## config.mk

```make
export PLATFORM = sky130hd
export DESIGN_NAME = lsmc_top
export DESIGN_NICKNAME = d
export VERILOG_FILES = /design/src/common/lsmc_pkg.sv /design/src/rtl/lsmc_top.sv
export VERILOG_INCLUDE_DIRS = /design/src /design/src/common
export SDC_FILE = /design/constraint.sdc
export NUM_CORES = 1
export LEC_CHECK = 0
export ABC_AREA = 1
export BUFFER_PORTS_ARGS = -buffer_cell sky130_fd_sc_hd__buf_2
export CORE_UTILIZATION = 45
export CTS_CLUSTER_DIAMETER = 60
export CTS_CLUSTER_SIZE = 40
export DETAILED_ROUTE_END_ITERATION = 10
export GPL_ROUTABILITY_DRIVEN = 0
export PLACE_DENSITY_LB_ADDON = 0.3
export SYNTH_ARGS = -nofsm -noshare
export SYNTH_HDL_FRONTEND = slang
export SYNTH_SLANG_ARGS = --single-unit
```

## constraint.sdc

```tcl
create_clock -name clk_i -period 2.9 [get_ports clk_i]
set_clock_uncertainty 0.15 [all_clocks]
set_input_delay 0.58 -clock clk_i [delete_from_list [all_inputs] [get_ports clk_i]]
set_output_delay 0.58 -clock clk_i [all_outputs]
set_load 0.01 [all_outputs]
```

## src/common/lsmc_cfg.svh

```systemverilog
// Constants of the LIN system basis chip mode controller
`ifndef LSMC_CFG_SVH
`define LSMC_CFG_SVH
`define LSMC_CLK_HZ 20000000
`define LSMC_STBY_TO_MS 350
`define LSMC_IGN_FILT_US 250
`define LSMC_BUS_FILT_US 50
`define LSMC_PIN_FILT_US 50
`define LSMC_DOM_TO_US 10000
`define LSMC_CNT_W 24
`define LSMC_CTRL_OFS 4'h0
`define LSMC_STATUS_OFS 4'h4
`define LSMC_CTRL_MASK_BIT 0
`define LSMC_CTRL_RST 1'h0
`define LSMC_ST_MODE_LSB 0
`define LSMC_ST_SLEW_BIT 4
`define LSMC_ST_WREQ_BIT 5
`define LSMC_ST_WLOC_BIT 6
`define LSMC_ST_TXARM_BIT 7
`define LSMC_ST_TXTO_BIT 8
`define LSMC_ST_LVAR_BIT 9
`define LSMC_IN_W 11
`define LSMC_IN_EN 0
`define LSMC_IN_TXD 1
`define LSMC_IN_BUS 2
`define LSMC_IN_PIN 3
`define LSMC_IN_IGN 4
`define LSMC_IN_SOK 5
`define LSMC_IN_TRIP 6
`define LSMC_IN_VLOW 7
`define LSMC_IN_AUX 8
`define LSMC_IN_TRIM 9
`define LSMC_IN_LVAR 10
`endif

```

## src/common/lsmc_pkg.sv

```systemverilog
// Types of the LIN system basis chip mode controller
`include "lsmc_cfg.svh"
package lsmc_pkg;
  typedef enum logic [2:0] {LSMC_INIT, LSMC_STANDBY, LSMC_NORMAL, LSMC_SILENT, LSMC_SLEEP} lsmc_mode_t;
  typedef struct packed {
    logic aux_en;
    logic osc_en;
    logic reg_en;
    logic tx_dom;
    logic low_slew;
    logic rxd_oe;
    logic txd_oe;
    logic term_en;
    logic bias_en;
    logic supply_inhibit_output;
  } lsmc_pins_t;
  typedef struct packed {
    lsmc_mode_t mode;
    logic aux_ok;
    logic [`LSMC_CNT_W-1:0] tmr;
    logic slew_seen;
    logic low_slew;
    logic tx_armed;
    logic tx_to;
    logic [`LSMC_CNT_W-1:0] dom_cnt;
    logic [`LSMC_CNT_W-1:0] bus_cnt;
    logic bus_arm;
    logic [`LSMC_CNT_W-1:0] pin_cnt;
    logic pin_arm;
    logic [`LSMC_CNT_W-1:0] ign_cnt;
    logic ign_ready;
    logic wake_req;
    logic wake_local;
    logic local_var;
    logic mask;
    logic [`LSMC_IN_W-1:0] s1;
    logic [`LSMC_IN_W-1:0] s2;
    logic [`LSMC_IN_W-1:0] s3;
    logic waitreq;
    logic [31:0] rdata;
    lsmc_pins_t po;
  } lsmc_state_t;
endpackage : lsmc_pkg

```

## src/rtl/lsmc_top.sv

```systemverilog
// Operating-mode controller of a LIN system basis chip with Avalon-MM status access
// Functional notes
// - Supply rising above release level enters Standby without microcontroller action.
// - Aux supply POR and oscillator start first; regulator starts after POR.
// - Standby after power-up: transmitter, receiver off, receive pin floats, pull-up on.
// - Standby times out after 350 ms to Sleep unless enable rises.
// - Valid wake in Sleep or Silent enters Standby, receive pin pulled low.
// - Normal: everything active, transmit up to 20 kbit/s, bus forwarded to receive pin.
// - Normal, enable falling: Silent if transmit pin high, else Sleep.
// - Regulated supply low in Normal or Silent returns to Standby.
// - First enable rise after power-on samples transmit pin; low picks low slew.
// - Low slew reduces slope; microcontroller keeps to 10.4 kbit/s.
// - Silent: regulator on, transmitter off, receive pin floats, weak bias only.
// - Silent: enable rise returns to Normal; wake goes to Standby.
// - Sleep: regulator off, transmitter off, receive pin released, termination off.
// - Sleep left only by remote or local wake, into Standby, or by a supply trip, into Init.
// - Supply switch-on or trip below trip level enters Init from any mode.
// - Init ramps aux supply, reads trim, then passes to Standby with regulator.
// - Remote wake: bus falls, dominant beyond filter, takes effect on rising edge.
// - Local pin falling then low beyond filter raises local wake.
// - Ignition rising then high beyond 250 us raises local wake.
// - Next ignition wake needs low beyond 250 us; steady high ignores modes.
// - Local wake sets source flag, shown by pulling transmit pin low in Standby.
// - Enable high clears wake request and source flag together.
// - Variant without local inputs wakes by bus only, never drives source flag.
// - Dominant transmit beyond timeout disables path; counter restarts on falling edge.
// - Inhibit output high in Standby and Normal on local variant, else off.
`timescale 1ns/100ps
`default_nettype none
`include "lsmc_cfg.svh"
module lsmc_top #(
  parameter int STBY_CYC = `LSMC_STBY_TO_MS * (`LSMC_CLK_HZ / 1000),
  parameter int IGN_CYC = `LSMC_IGN_FILT_US * (`LSMC_CLK_HZ / 1000000),
  parameter int BUS_CYC = `LSMC_BUS_FILT_US * (`LSMC_CLK_HZ / 1000000),
  parameter int PIN_CYC = `LSMC_PIN_FILT_US * (`LSMC_CLK_HZ / 1000000),
  parameter int DOM_CYC = `LSMC_DOM_TO_US * (`LSMC_CLK_HZ / 1000000)
) (
  input wire logic clk_i,
  input wire logic rst_n_i,
  input wire logic mode_select_i,
  input wire logic txd_i,
  input wire logic bus_level_i,
  input wire logic wake_pin_i,
  input wire logic ignition_wake_i,
  input wire logic supply_ok_i,
  input wire logic supply_trip_i,
  input wire logic vcc_low_i,
  input wire logic aux_por_done_i,
  input wire logic trim_done_i,
  input wire logic trim_local_i,
  input wire logic [3:0] avs_address_i,
  input wire logic avs_read_i,
  input wire logic avs_write_i,
  input wire logic [31:0] avs_writedata_i,
  output logic [31:0] avs_readdata_o,
  output logic avs_waitrequest_o,
  output lsmc_pkg::lsmc_pins_t pins_o
);
  localparam int CMAX = (1 << `LSMC_CNT_W) - 1;
  localparam logic [`LSMC_CNT_W-1:0] STBY_END = `LSMC_CNT_W'(STBY_CYC - 1);
  localparam logic [`LSMC_CNT_W-1:0] IGN_END = `LSMC_CNT_W'(IGN_CYC);
  localparam logic [`LSMC_CNT_W-1:0] BUS_END = `LSMC_CNT_W'(BUS_CYC);
  localparam logic [`LSMC_CNT_W-1:0] PIN_END = `LSMC_CNT_W'(PIN_CYC);
  localparam logic [`LSMC_CNT_W-1:0] DOM_END = `LSMC_CNT_W'(DOM_CYC);

  // Counters are a fixed width, so a count that does not fit is refused
  if (STBY_CYC < 1 || IGN_CYC < 1 || BUS_CYC < 1 || PIN_CYC < 1 || DOM_CYC < 1 ||
      STBY_CYC > CMAX || IGN_CYC >= CMAX || BUS_CYC >= CMAX || PIN_CYC >= CMAX || DOM_CYC >= CMAX) begin : g_chk
    $error("lsmc_top: cycle count out of range");
  end

  lsmc_pkg::lsmc_state_t q;
  lsmc_pkg::lsmc_state_t d;
  logic [`LSMC_IN_W-1:0] pins_in;
  logic en, en_rise, en_fall, txd, bus, pin, ign, trip, vlow;
  logic bus_fall, bus_rise, rwake, pwake, iwake, lwake, wake, wake_set;
  logic req;
  logic [31:0] status;

  // Every pin and monitor comes from another domain, so all pass two flops
  assign pins_in = {trim_local_i, trim_done_i, aux_por_done_i, vcc_low_i, supply_trip_i, supply_ok_i,
                    ignition_wake_i, wake_pin_i, bus_level_i, txd_i, mode_select_i};

  // Edges compare the second sync stage with its delayed copy
  assign en = q.s2[`LSMC_IN_EN];
  assign en_rise = en & ~q.s3[`LSMC_IN_EN];
  assign en_fall = ~en & q.s3[`LSMC_IN_EN];
  assign txd = q.s2[`LSMC_IN_TXD];
  assign bus = q.s2[`LSMC_IN_BUS];
  assign bus_fall = ~bus & q.s3[`LSMC_IN_BUS];
  assign bus_rise = bus & ~q.s3[`LSMC_IN_BUS];
  assign pin = q.s2[`LSMC_IN_PIN];
  assign ign = q.s2[`LSMC_IN_IGN];
  assign trip = q.s2[`LSMC_IN_TRIP];
  assign vlow = q.s2[`LSMC_IN_VLOW];

  // Wake qualification; local sources only count on the local variant
  assign rwake = bus_rise & q.bus_arm & (q.bus_cnt >= BUS_END);
  assign pwake = q.pin_arm & ~pin & (q.pin_cnt == PIN_END);
  assign iwake = q.ign_ready & ign & (q.ign_cnt == IGN_END);
  assign lwake = q.local_var & ~q.mask & (pwake | iwake);
  assign wake = rwake | lwake;
  assign wake_set = wake & ~trip & (q.mode == lsmc_pkg::LSMC_SLEEP || q.mode == lsmc_pkg::LSMC_SILENT);
  assign req = avs_read_i | avs_write_i;

  // Status word built from live state
  always_comb begin
    status = 32'h0000_0000;
    status[`LSMC_ST_MODE_LSB +: 3] = q.mode;
    status[`LSMC_ST_SLEW_BIT] = q.low_slew;
    status[`LSMC_ST_WREQ_BIT] = q.wake_req;
    status[`LSMC_ST_WLOC_BIT] = q.wake_local;
    status[`LSMC_ST_TXARM_BIT] = q.tx_armed;
    status[`LSMC_ST_TXTO_BIT] = q.tx_to;
    status[`LSMC_ST_LVAR_BIT] = q.local_var;
  end

  // Next state of the whole block
  always_comb begin
    d = q;
    d.s1 = pins_in;
    d.s2 = q.s1;
    d.s3 = q.s2;

    // Remote wake filter: armed by a falling edge, timed while dominant
    if (bus_fall) begin
      d.bus_arm = 1'b1;
      d.bus_cnt = '0;
    end else if (bus_rise) begin
      d.bus_arm = 1'b0;
    end else if (~bus && q.bus_cnt != BUS_END) begin
      d.bus_cnt = q.bus_cnt + 1'b1;
    end

    // Local pin filter fires once per falling edge
    if (pin) begin
      d.pin_arm = 1'b0;
    end else if (q.s3[`LSMC_IN_PIN]) begin
      d.pin_arm = 1'b1;
      d.pin_cnt = '0;
    end else if (pwake) begin
      d.pin_arm = 1'b0;
    end else begin
      d.pin_cnt = q.pin_cnt + 1'b1;
    end

    // Ignition: level time counted from each edge; low re-arms, high fires once
    if (ign != q.s3[`LSMC_IN_IGN]) begin
      d.ign_cnt = '0;
    end else if (q.ign_cnt != IGN_END) begin
      d.ign_cnt = q.ign_cnt + 1'b1;
    end else if (~ign) begin
      d.ign_ready = 1'b1;
    end else if (iwake) begin
      d.ign_ready = 1'b0;
    end

    // Slew choice latched once, dropped with the supply
    if (en_rise && !q.slew_seen) begin
      d.slew_seen = 1'b1;
      d.low_slew = ~txd;
    end
    if (!q.s2[`LSMC_IN_SOK]) begin
      d.low_slew = 1'b0;
    end

    // Transmit path enable and dominant timeout
    if (q.mode != lsmc_pkg::LSMC_NORMAL) begin
      d.tx_armed = 1'b0;
      d.tx_to = 1'b0;
      d.dom_cnt = '0;
    end else if (txd) begin
      d.tx_armed = 1'b1;
      d.tx_to = 1'b0;
      d.dom_cnt = '0;
    end else if (q.s3[`LSMC_IN_TXD]) begin
      d.dom_cnt = '0;
    end else if (q.dom_cnt == DOM_END) begin
      d.tx_to = q.tx_armed;
    end else begin
      d.dom_cnt = q.dom_cnt + 1'b1;
    end

    // Wake flags: a new event wins over the clear by enable high
    d.wake_req = wake_set | (q.wake_req & ~en);
    d.wake_local = (wake_set & lwake) | (q.wake_local & ~en);

    // Mode sequencing
    d.tmr = '0;
    if (trip) begin
      d.mode = lsmc_pkg::LSMC_INIT;
      d.aux_ok = 1'b0;
      d.slew_seen = 1'b0;
      d.low_slew = 1'b0;
      d.wake_req = 1'b0;
      d.wake_local = 1'b0;
    end else begin
      unique case (q.mode)
        lsmc_pkg::LSMC_INIT: begin
          if (q.s2[`LSMC_IN_AUX]) begin
            d.aux_ok = 1'b1;
          end
          if (q.aux_ok && q.s2[`LSMC_IN_TRIM] && q.s2[`LSMC_IN_SOK]) begin
            d.local_var = q.s2[`LSMC_IN_LVAR];
            d.mode = lsmc_pkg::LSMC_STANDBY;
          end
        end
        lsmc_pkg::LSMC_STANDBY: begin
          if (en_rise) begin
            d.mode = lsmc_pkg::LSMC_NORMAL;
          end else if (q.tmr == STBY_END) begin
            d.mode = lsmc_pkg::LSMC_SLEEP;
          end else begin
            d.tmr = q.tmr + 1'b1;
          end
        end
        lsmc_pkg::LSMC_NORMAL: begin
          if (vlow) begin
            d.mode = lsmc_pkg::LSMC_STANDBY;
          end else if (en_fall) begin
            d.mode = txd ? lsmc_pkg::LSMC_SILENT : lsmc_pkg::LSMC_SLEEP;
          end
        end
        lsmc_pkg::LSMC_SILENT: begin
          if (vlow || wake) begin
            d.mode = lsmc_pkg::LSMC_STANDBY;
          end else if (en_rise) begin
            d.mode = lsmc_pkg::LSMC_NORMAL;
          end
        end
        lsmc_pkg::LSMC_SLEEP: begin
          if (wake) begin
            d.mode = lsmc_pkg::LSMC_STANDBY;
          end
        end
      endcase
    end

    // Pin controls follow the next mode so they settle with it
    d.po.aux_en = 1'b1;
    d.po.osc_en = 1'b1;
    d.po.reg_en = (d.mode != lsmc_pkg::LSMC_SLEEP) && (d.mode != lsmc_pkg::LSMC_INIT || d.aux_ok);
    d.po.tx_dom = (d.mode == lsmc_pkg::LSMC_NORMAL) & d.tx_armed & ~d.tx_to & ~txd;
    d.po.low_slew = d.low_slew;
    d.po.rxd_oe = ((d.mode == lsmc_pkg::LSMC_NORMAL) & ~bus) |
                  ((d.mode == lsmc_pkg::LSMC_STANDBY) & d.wake_req);
    d.po.txd_oe = (d.mode == lsmc_pkg::LSMC_STANDBY) & d.wake_local & d.local_var;
    d.po.term_en = (d.mode != lsmc_pkg::LSMC_SILENT) && (d.mode != lsmc_pkg::LSMC_SLEEP);
    d.po.bias_en = (d.mode == lsmc_pkg::LSMC_SILENT) || (d.mode == lsmc_pkg::LSMC_SLEEP);
    d.po.supply_inhibit_output = d.local_var && (d.mode == lsmc_pkg::LSMC_STANDBY || d.mode == lsmc_pkg::LSMC_NORMAL);

    // Avalon slave: answer one cycle after the request, unmapped reads give zero
    d.waitreq = ~(req & q.waitreq);
    if (req && q.waitreq) begin
      d.rdata = 32'h0000_0000;
      if (avs_read_i && avs_address_i == `LSMC_CTRL_OFS) begin
        d.rdata[`LSMC_CTRL_MASK_BIT] = q.mask;
      end else if (avs_read_i && avs_address_i == `LSMC_STATUS_OFS) begin
        d.rdata = status;
      end
    end
    if (avs_write_i && !q.waitreq && avs_address_i == `LSMC_CTRL_OFS) begin
      d.mask = avs_writedata_i[`LSMC_CTRL_MASK_BIT];
    end
  end

  // State register; reset loads constants only
  always_ff @(posedge clk_i or negedge rst_n_i) begin
    if (!rst_n_i) begin
      q <= '0;
      q.mode <= lsmc_pkg::LSMC_INIT;
      q.mask <= `LSMC_CTRL_RST;
      q.waitreq <= 1'b1;
      q.po.aux_en <= 1'b1;
      q.po.osc_en <= 1'b1;
      q.po.term_en <= 1'b1;
    end else begin
      q <= d;
    end
  end

  assign avs_readdata_o = q.rdata;
  assign avs_waitrequest_o = q.waitreq;
  assign pins_o = q.po;
endmodule : lsmc_top
`default_nettype wire

```

==> metrics.log, run 1 <==
INFO  metric maximum_number_of_pins_on_one_net_before_global_route_repair = 66
INFO  metric final.setup.worst_slack = 488 ps
INFO  metric flow.area_growth_from_synthesis = 9.44%
INFO  metric pin_count = 94
INFO  metric detail_route.wl_per_cell = around 13 µm
INFO  metric detailroute.via_count = 7,515
INFO  metric post_synth_main_area_contributors = dfrtp_1 47%, nand2_1 7.2%, inv_1 6.1%
INFO  metric final_cells = 1,466
INFO  metric finalSetupTns = 0 ps
INFO  metric setup-violations-final = 0
INFO  metric layout.nets = approximately 1.2k
INFO  metric synth.cells.most_frequent = 181 x nand2_1, 177 x dfrtp_1, 153 x inv_1
INFO  metric synth.distinct_cells = 45
INFO  metric required = 3080 ps
INFO  metric netlist_area_pre_place = around 9500 µm²
INFO  metric slew_headroom = 0.640
INFO  metric crit-reg2reg-launch = bus
INFO  metric postCtsSetupRepairBufs = 0
INFO  metric detail_route.wirelength = 18.6 mm
INFO  metric number_of_antenna_violations_at_the_first_check_in_global_routing = 0
INFO  metric grt_pass1_wl = 33.1 mm
INFO  metric die_area = 21,600 µm²
INFO  metric worst-slew-pin-transition = 539 ps
INFO  metric fp.dieH = 147 µm
INFO  metric register_to_register_path_setup_slack = a little under 500 ps
INFO  metric period_share = 0.832
INFO  metric area_leader_netlist = dfrtp_1
INFO  metric number_of_max_capacitance_violations_reported = 0
INFO  metric ctsHtreeMaxLevel = 4
INFO  metric power.total = 5.73 mW
INFO  metric floorplan.initialDensity = 0.463
INFO  metric post_cts_resize_count = 0
INFO  metric critPathKind = reg -> reg
INFO  metric synth_largest_type_area_fraction = 0.469
INFO  metric core_ar = 20,400 µm²
INFO  metric global_route.overflow_total = 0
INFO  metric dr.pass1.iters = 5
INFO  metric vias_in_the_first_global_route = approximately 7.2k
INFO  metric fraction_of_layout_cells_with_a_size_suffix_above_1 = 0.127
INFO  metric cts-buffers-inserted = 17
INFO  metric antenna_violating_nets_post_route = 0
INFO  metric antenna_cells = 0
INFO  metric synth_seq_cells = 179
INFO  metric die-width = 147 µm
INFO  metric viasPerCell = 5.13
INFO  metric timing.critical_path.to_type = flip-flop
INFO  metric cts-root-to-sink-buffers = 2
INFO  metric placed_cell_area = 9770 µm²
INFO  metric nFillCells = 1,975
INFO  metric final_max_slew_viol_count = 0
INFO  metric std_cell_rows = 52
INFO  metric cts_sinks = 179
INFO  metric outcome = completed
INFO  metric startpoint = bus
INFO  metric hold_path_startpoint = aux_por_done_i
INFO  metric p_leak = about 4.5 nW
INFO  metric clkTransAtPathRegs = 80 ps
INFO  metric power.density_cell_area = 554 nW/µm²
INFO  metric critical_path_peak_fanout = 12
INFO  metric final.min_clock_period = 2410 ps
INFO  metric fmax = 0.415 GHz
INFO  metric detailedPlace.worstSlack = 490 ps
INFO  metric synth-seq-area-share = 0.474
INFO  metric dominantRegCellSynth = dfrtp_1
INFO  metric port_buffers = 37
INFO  metric number_of_buffers_added_to_fix_hold_violations_after_cts = 1
INFO  metric hold_path.class = in -> reg
INFO  metric drt_first_iter_violations = 418
INFO  metric cts_tree = built
INFO  metric critical_path_source_type = flip-flop
INFO  metric hpwl = 13.6 mm
INFO  metric post-synth-top-count-cell = nand2_1
INFO  metric clk-insertion-delay-late = between 400 and 500 ps
INFO  metric synth_async_sr_flop_share = 1.00
INFO  metric synth_warnings = 0
INFO  metric post_route_drc_violation_count = 0
INFO  metric synth-edff-count = 0
INFO  metric post_synth_inst_count = approximately 1.2k
INFO  metric root_buffer = clkbuf_16
INFO  metric setup_repair_after_global_routing_missed_its_margin = no
INFO  metric final-seq-area = about 4500 µm²
INFO  metric postSynthAreaPerCell = 8.21 µm²
INFO  metric critPathArrivalTime = between 2000 and 3000 ps
INFO  metric placedCellCount = 1,433
INFO  metric power.ir.vdd_worst = 0.000359 V
INFO  metric final-hold-violation-count = 0
INFO  metric multi_input_area = 4020 µm²
INFO  metric stdcell_area = 10,300 µm²
INFO  metric grtUsageTotal = 0.186
cell usage in the layout (no fill, tap or decap), types with 6 or more instances in the layout:
cell type and n:
nand2_1 181, dfrtp_1 177, inv_1 153, nor2_1 121, a21oi_1 66, o21ai_0 57, nand3_1 49, nor3_1 46
buf_2 36, nand4_1 35, conb_1 25, xor2_1 23, o31ai_1 18, clkbuf_16 17, nor4_1 16, inv_2 15
o21ai_1 14, nor2_2 13, o22ai_1 13, ha_1 12, nand2_2 11, buf_4 9, nor3_2 8, nand3_2 8
a31oi_1 7, nor2_4 6
cell families after synthesis:
kind of cell | Yosys count | synth area share
DFF | 179 | 0.474
muxes | 2 | 0.00238
xor gates and xnor gates | 28 | 0.0259
buffers and inverters | 230 | 0.109
AOI/OAI and AO/OA | 196 | 0.119
other | 2 | 0.000794
and+or+nand+nor | 503 | 0.253
adders and majority gates | 12 | 0.0159
area by class of cell:
type / count / area share
clock buffers: 17 / 0.0411
clock inverters: 15 / 0.0139
inverters: 171 / 0.0620
multi-input cells: 766 / 0.389
flip-flops and latches: 179 / 0.433
well taps: 270 / 0.0327
repair buffers: 48 / 0.0282
routing by layer:
metal | share of wire | wire [µm] | vias up | global-route usage
met2 | 0.47 | 8830 | 122 | 0.308
met1 | 0.48 | 8910 | 3561 | 0.250
met3 | 0.031 | 570 | 25 | 0.0339
li1 | - | - | 3807 | -
met5 | 0 | 0 | - | 0
met4 | 0.015 | 282 | 0 | 0.0572
worst max-delay path: stages, from the launching register on:
cell,delay [ps]
dfrtp_1,430
inv_1,90
ha_1,420
inv_1,190
nand2_1,100
nand2_1,160
inv_1,220
nand3_1,160
nor2_1,200
nand3_1,90
nand2_1,70
nor2_1,40
worst paths after layout:
check	end	cells after the start
min reg2reg	d[46]	0
min	d[62]	1
max reg2reg	q[149]	11
max	q[149]	11
max in group asynchronous	pins_o[2]	3
min in group asynchronous	q[83]	2
registers in the layout, indices dropped and copies added, names as in the netlist:
signal and count:
pins_o 8, avs_waitrequest_o 1, q 139, avs_readdata_o 9, bus 1, d 21
power by group:
group	total, mW	internal (mW)	switching [mW]	leakage (nW)
Sequential	2.71	2.63	0.0814	2.41
Combinational	0.801	0.246	0.555	1.80
Clock	2.23	1.14	1.09	0.267
through the flow:
stage / utilization / hold slack, ps
final: 0.506 / 92.7
after global routing: 0.506 / 77.9
after CTS: 0.506 / 82.6
after detailed placement: 0.478 / 185
after global placement: 0.478 / 182
after floorplan: - / 134
No activity file was read; power rests on OpenSTA's default activity.
==> inputs of run 2 (changes only) <==
==> constraint.sdc (replaced) <==
create_clock -name clk_i -period 2.45 [get_ports clk_i]
set_clock_uncertainty 0.15 [all_clocks]
set_input_delay 0.49 -clock clk_i [delete_from_list [all_inputs] [get_ports clk_i]]
set_output_delay 0.49 -clock clk_i [all_outputs]
set_load 0.01 [all_outputs]
==> run 2 against run 1 <==
Against the previous run: total power rose by 19%; hold slack got worse by 71 ps; clock power rose by 18%; die area did not move; non-clock buffer count rose by 15; combinational power rose by 25%; cell area rose by 1.8%; critical path depth rose by 5; final cell count rose by 1.0%; global-route usage fell by 0.091 points; critical path type unchanged.
==> metrics.log, run 2 (synthesis gave the netlist of run 1 again) <==
INFO  metric share_seq_of_total_power = 0.469
INFO  metric flow.area_growth_from_synthesis = 11.4%
INFO  metric fmax = ~0.45 GHz
INFO  metric final.min_clock_period = around 2200 ps
INFO  metric hold_slack = 21.3 ps
INFO  metric fp.dieH = between 100 and 150 µm
INFO  metric slew_headroom = 0.660
INFO  metric number_of_max_capacitance_violations_reported = 0
INFO  metric global_route.overflow_total = 0
INFO  metric port_buffers = 37
INFO  metric std_cell_rows = between 50 and 60
INFO  metric placedCellCount = 1,442
INFO  metric layout.nets = 1,261
INFO  metric power.ir.vdd_worst = ~0.0004 V
INFO  metric stdcell_area = 10,500 µm²
INFO  metric number_of_antenna_violations_at_the_first_check_in_global_routing = 0
INFO  metric cts_sinks = ~180
INFO  metric cts-buffers-inserted = 17
INFO  metric clockPowerShare = 0.384
INFO  metric power.density_cell_area = 649 nW/µm²
INFO  metric antenna_cells = 0
INFO  metric post_route_drc_violation_count = 0
INFO  metric nFillCells = 1,947
INFO  metric p_leak = between 4 and 5 nW
INFO  metric outcome = completed
INFO  metric hpwl = 13.6 mm
INFO  metric final-seq-area = 4480 µm²
INFO  metric swShare = 0.300
INFO  metric root_buffer = clkbuf_16
INFO  metric setup-violations-final = 0
INFO  metric critPathArrivalTime = 2450 ps
INFO  metric clk-insertion-delay-late = 430 ps
INFO  metric worst-slew-pin-transition = between 500 and 600 ps
INFO  metric detail_route.wl_per_cell = 12.8 µm
INFO  metric fraction_of_layout_cells_with_a_size_suffix_above_1 = 0.136
INFO  metric final_max_slew_viol_count = 0
INFO  metric placed_cell_area = between 9000 and 10,000 µm²
INFO  metric floorplan.initialDensity = 0.463
INFO  metric maximum_number_of_pins_on_one_net_before_global_route_repair = approximately 60
INFO  metric detail_route.wirelength = around 19 mm
INFO  metric hold_path.class = in -> reg
INFO  metric vias_in_the_first_global_route = 7,208
INFO  metric detailroute.via_count = 7,508
INFO  metric critical_path_peak_fanout = 5
INFO  metric power_share_of_the_combinational_group = 0.146
INFO  metric timing.critical_path.to_type = flip-flop
INFO  metric cts-root-to-sink-buffers = 2
INFO  metric die_area = 21,600 µm²
INFO  metric drt_first_iter_violations = 377
INFO  metric clkTransAtPathRegs = approximately 70 ps
INFO  metric p_int = 4.78 mW
INFO  metric pin_count = 94
INFO  metric critical_path_source_type = flip-flop
INFO  metric multi_input_area = 4060 µm²
INFO  metric antenna_violating_nets_post_route = 0
INFO  metric critPathKind = reg -> reg
INFO  metric core_ar = between 20,000 and 25,000 µm²
INFO  metric ctsHtreeMaxLevel = 4
INFO  metric largest_register_ffs = 139
INFO  metric grt_pass1_wl = 32.9 mm
INFO  metric dr.pass1.iters = 5
INFO  metric final_cells = about 1.5k
INFO  metric layout.cells.most_common = nand2_1
INFO  metric die-width = 147 µm
INFO  metric viasPerCell = roughly 5
INFO  metric required = 2660 ps
INFO  metric max_flop_register = q
INFO  metric period_share = 0.917
INFO  metric final-hold-violation-count = 0
INFO  metric p_sw = 2.05 mW
INFO  metric cts_tree = built
INFO  metric grtUsageTotal = 0.186
INFO  metric leading_cell_types_in_the_layout_fill_and_taps_excluded = 179 x nand2_1, 177 x dfrtp_1, 153 x inv_1
INFO  metric postCtsSetupRepairBufs = 0
[run 2: changes by cell type in the layout (fill, tap and decap cells not counted), sizes merged]
cell	change
inv	+3
buf	+9
clkinv	-3
dlygate4sd3	+6
[run 2: final timing paths]
kind / from / cells past startpoint / endpoint / slack [ps]
min reg2reg: d[54] / 0 / d[43] / 200
max in group asynchronous: rst_n_i / 3 / avs_waitrequest_o / 1020
max reg2reg: q[106] / 16 / pins_o[0] / 200
max: q[106] / 16 / pins_o[0] / 200
min in group asynchronous: rst_n_i / 2 / d[58] / 450
min: ignition_wake_i / 1 / d[58] / 20
[run 2: power groups by stage]
stage	clock network [mW]	logic [mW]	registers [mW]
floorplan	0	0.755	3.24
global placement	0	0.977	3.26
detailed placement	0	0.988	3.26
CTS	2.69	1.01	3.21
global route	2.81	1.14	3.23
finish	2.63	1.00	3.21
[run 2: through the flow]
step | util | setup WS (ps) | setup TNS [ps] | power [mW]
global route | 0.515 | -24.5 | -24.5 | 7.18
CTS | 0.514 | 94.2 | 0 | 6.91
detailed placement | 0.483 | 155 | 0 | 4.25
floorplan | - | 489 | 0 | 3.99
global placement | 0.483 | 169 | 0 | 4.24
finish | 0.515 | 204 | 0 | 6.83
[run 2: critical path: stages, from the launching register on]
cell,delay (ps)
dfrtp_1,410
inv_1,110
ha_1,190
inv_1,50
nor2_1,90
nand2_1,70
nor2_2,120
nand3_2,100
nand2_2,110
nand2_2,90
nand3_1,80
nand2_1,70
nand2_2,110
inv_2,50
nor2_2,120
nand2_1,120
a21oi_1,160
[run 2: final cells by class]
| type | instances | share of cell area |
|---|---|---|
| sequential | 179 | 0.426 |
| multi-input combinational | 766 | 0.386 |
| inverter | 171 | 0.0610 |
| timing repair buffer | 63 | 0.0422 |
| clock buffer | 17 | 0.0404 |
| tap | 270 | 0.0321 |
| clock inverter | 15 | 0.0130 |
[run 2: repair_timing]
| action | CTS | global route |
|---|---|---|
| hold buffers | 7 | 0 |
| setup endpoints to repair | 0 | 5 |
| gates resized for setup | 0 | 8 |
| hold endpoints to repair | 62 | 0 |
[run 2: per-layer routing]
metal / vias to the layer above / global-route usage / part of all wire / wire (µm)
met5: - / 0 / 0 / 0
met4: 0 / 0.0459 / 0.011 / 208
met3: 19 / 0.0351 / 0.033 / 633
met2: 124 / 0.308 / 0.48 / 9110
met1: 3526 / 0.250 / 0.47 / 8950
li1: 3839 / - / - / -
==> inputs of run 3 (changes only) <==
--- a/config.mk
+++ b/config.mk
@@ -14,6 +14,7 @@
 export DETAILED_ROUTE_END_ITERATION = 10
 export GPL_ROUTABILITY_DRIVEN = 0
 export PLACE_DENSITY_LB_ADDON = 0.3
+export RECOVER_POWER = 25
 export SYNTH_ARGS = -nofsm -noshare
 export SYNTH_HDL_FRONTEND = slang
 export SYNTH_SLANG_ARGS = --single-unit
==> run 3 against run 2 <==
Against the previous run: critical path depth stayed put; die area did not move; flip-flop and latch count did not move; first-iteration DRC count decreased by 1.6%; largest power group unchanged; highest routed layer unchanged.
==> metrics.log, run 3 (synthesis gave the netlist of run 1 again) <==
INFO  metric flow.area_growth_from_synthesis = 11.1%
INFO  metric power.ir.vdd_worst = a little under 0.0004 V
INFO  metric leading_cell_types_in_the_layout_fill_and_taps_excluded = 179 x nand2_1, 177 x dfrtp_1, 153 x inv_1
INFO  metric die_area = 21,600 µm²
INFO  metric worstRegToRegCells = 16
INFO  metric final.setup.worst_slack = roughly 200 ps
INFO  metric power.density_cell_area = 649 nW/µm²
INFO  metric swShare = 0.300
INFO  metric die-width = 147 µm
INFO  metric final.min_clock_period = 2250 ps
INFO  metric layout.cells.most_common = nand2_1
INFO  metric critical_path_source_type = flip-flop
INFO  metric power_share_of_the_combinational_group = 0.146
INFO  metric power.total = slightly below 7 mW
INFO  metric outcome = completed
INFO  metric placedCellCount = approximately 1.4k
INFO  metric worst-slew-pin-transition = 1410 ps
INFO  metric grtUsageTotal = 0.186
INFO  metric root_buffer = clkbuf_16
INFO  metric final_max_slew_viol_count = 0
INFO  metric period_share = 0.919
INFO  metric hold_path.class = in -> reg
INFO  metric critical_path_peak_fanout = 5
INFO  metric fraction_of_layout_cells_with_a_size_suffix_above_1 = 0.130
INFO  metric required = 2660 ps
INFO  metric detail_route.wl_per_cell = 12.7 µm
INFO  metric core_ar = 20,400 µm²
INFO  metric clk-insertion-delay-late = around 430 ps
INFO  metric layout.nets = 1,261
INFO  metric number_of_antenna_violations_at_the_first_check_in_global_routing = 0
INFO  metric hpwl = between 10 and 15 mm
INFO  metric final-hold-violation-count = 0
INFO  metric number_of_max_capacitance_violations_reported = 0
INFO  metric slew_headroom = 0.0595
INFO  metric dr.pass1.iters = 5
INFO  metric worstHoldPathCells = 1
INFO  metric viasPerCell = 5.09
INFO  metric pin_count = 94
INFO  metric cts_tree = built
INFO  metric max_flop_register = q
INFO  metric cts_sinks = about 180
INFO  metric p_leak = 4.57 nW
INFO  metric global_route.overflow_total = 0
INFO  metric p_int = around 4.8 mW
INFO  metric fp.dieH = 147 µm
INFO  metric p_sw = slightly above 2 mW
INFO  metric detail_route.wirelength = 18.9 mm
INFO  metric floorplan.initialDensity = 0.463
INFO  metric std_cell_rows = 52
INFO  metric clkTransAtPathRegs = roughly 70 ps
INFO  metric postCtsSetupRepairBufs = 0
INFO  metric antenna_violating_nets_post_route = 0
INFO  metric port_buffers = 37
INFO  metric grt_pass1_wl = 32.9 mm
INFO  metric critPathArrivalTime = 2460 ps
INFO  metric setup-violations-final = 0
INFO  metric maximum_number_of_pins_on_one_net_before_global_route_repair = 61
INFO  metric post_route_drc_violation_count = 0
INFO  metric detailedPlace.worstSlack = about 160 ps
INFO  metric share_seq_of_total_power = 0.470
INFO  metric timing.critical_path.to_type = flip-flop
INFO  metric vias_in_the_first_global_route = ~7.2k
INFO  metric ctsHtreeMaxLevel = 4
INFO  metric finalSetupTns = 0 ps
INFO  metric clockPowerShare = 0.385
INFO  metric fmax = 0.444 GHz
INFO  metric detailroute.via_count = 7,534
INFO  metric largest_register_ffs = 139
INFO  metric antenna_cells = 0
INFO  metric drt_first_iter_violations = approximately 370
INFO  metric cts-buffers-inserted = 17
INFO  metric critPathKind = reg -> reg
INFO  metric cts-root-to-sink-buffers = 2
INFO  metric final_cells = 1,481
[run 3: cell count changes in the layout (fill, tap and decap cells not counted), sizes merged]
cell,previous run,this run
clkbuf,18,22
buf,55,51
[run 3: per-layer routing]
metal,global-route usage,routed length [µm]
met5,0,0
met4,0.0459,208
met3,0.0351,701
met2,0.308,9130
met1,0.250,8830
[run 3: repair_timing]
action,in CTS,in global routing
hold buffers,7,0
endpoints found under the setup margin,0,5
resized for setup,0,8
hold endpoints to repair,62,0
[run 3: worst paths after layout]
| path | startpoint | to | slack (ps) |
|---|---|---|---|
| setup / recovery | q[106] | pins_o[0] | 200 |
| hold / removal | ignition_wake_i | d[58] | 20 |
| setup reg to reg | q[106] | pins_o[0] | 200 |
| hold reg to reg | d[54] | d[43] | 200 |
| max in group asynchronous | rst_n_i | avs_waitrequest_o | 360 |
| min in group asynchronous | rst_n_i | d[58] | 790 |
[run 3: power by group through the flow]
stage / logic (mW) / clock network (mW) / registers, mW
finish: 0.993 / 2.63 / 3.20
global route: 1.13 / 2.81 / 3.22
CTS: 1.01 / 2.69 / 3.21
detailed placement: 0.988 / 0 / 3.26
global placement: 0.977 / 0 / 3.26
floorplan: 0.755 / 0 / 3.24
[run 3: per-stage QoR]
step                      instance area, µm²   util  hold slack [ps]
after floorplan                         9540      -             44.4
after global placement                  9860  0.483              181
after detailed placement                9860  0.483              185
after CTS                              10500  0.514             4.06
after global routing                   10500  0.514             3.77
final                                  10500  0.514             20.9
[run 3: worst max-delay path, stage by stage (launching register included)]
cell	delay, ps
dfrtp_1	410
inv_1	110
ha_1	190
inv_1	50
nor2_1	90
nand2_1	70
nor2_2	120
nand3_2	100
nand2_2	110
nand2_2	90
nand3_1	80
nand2_1	70
nand2_2	110
inv_2	60
nor2_2	120
nand2_1	120
a21oi_1	160
[run 3: final cells by class]
cell class                 count  area, µm²
tap                          270        338
sequential                   179       4480
clock buffer                  17        425
multi-input combinational    766       4060
clock inverter                15        136
inverter                     171        642
fill                        1956       9920
timing repair buffer          63        427
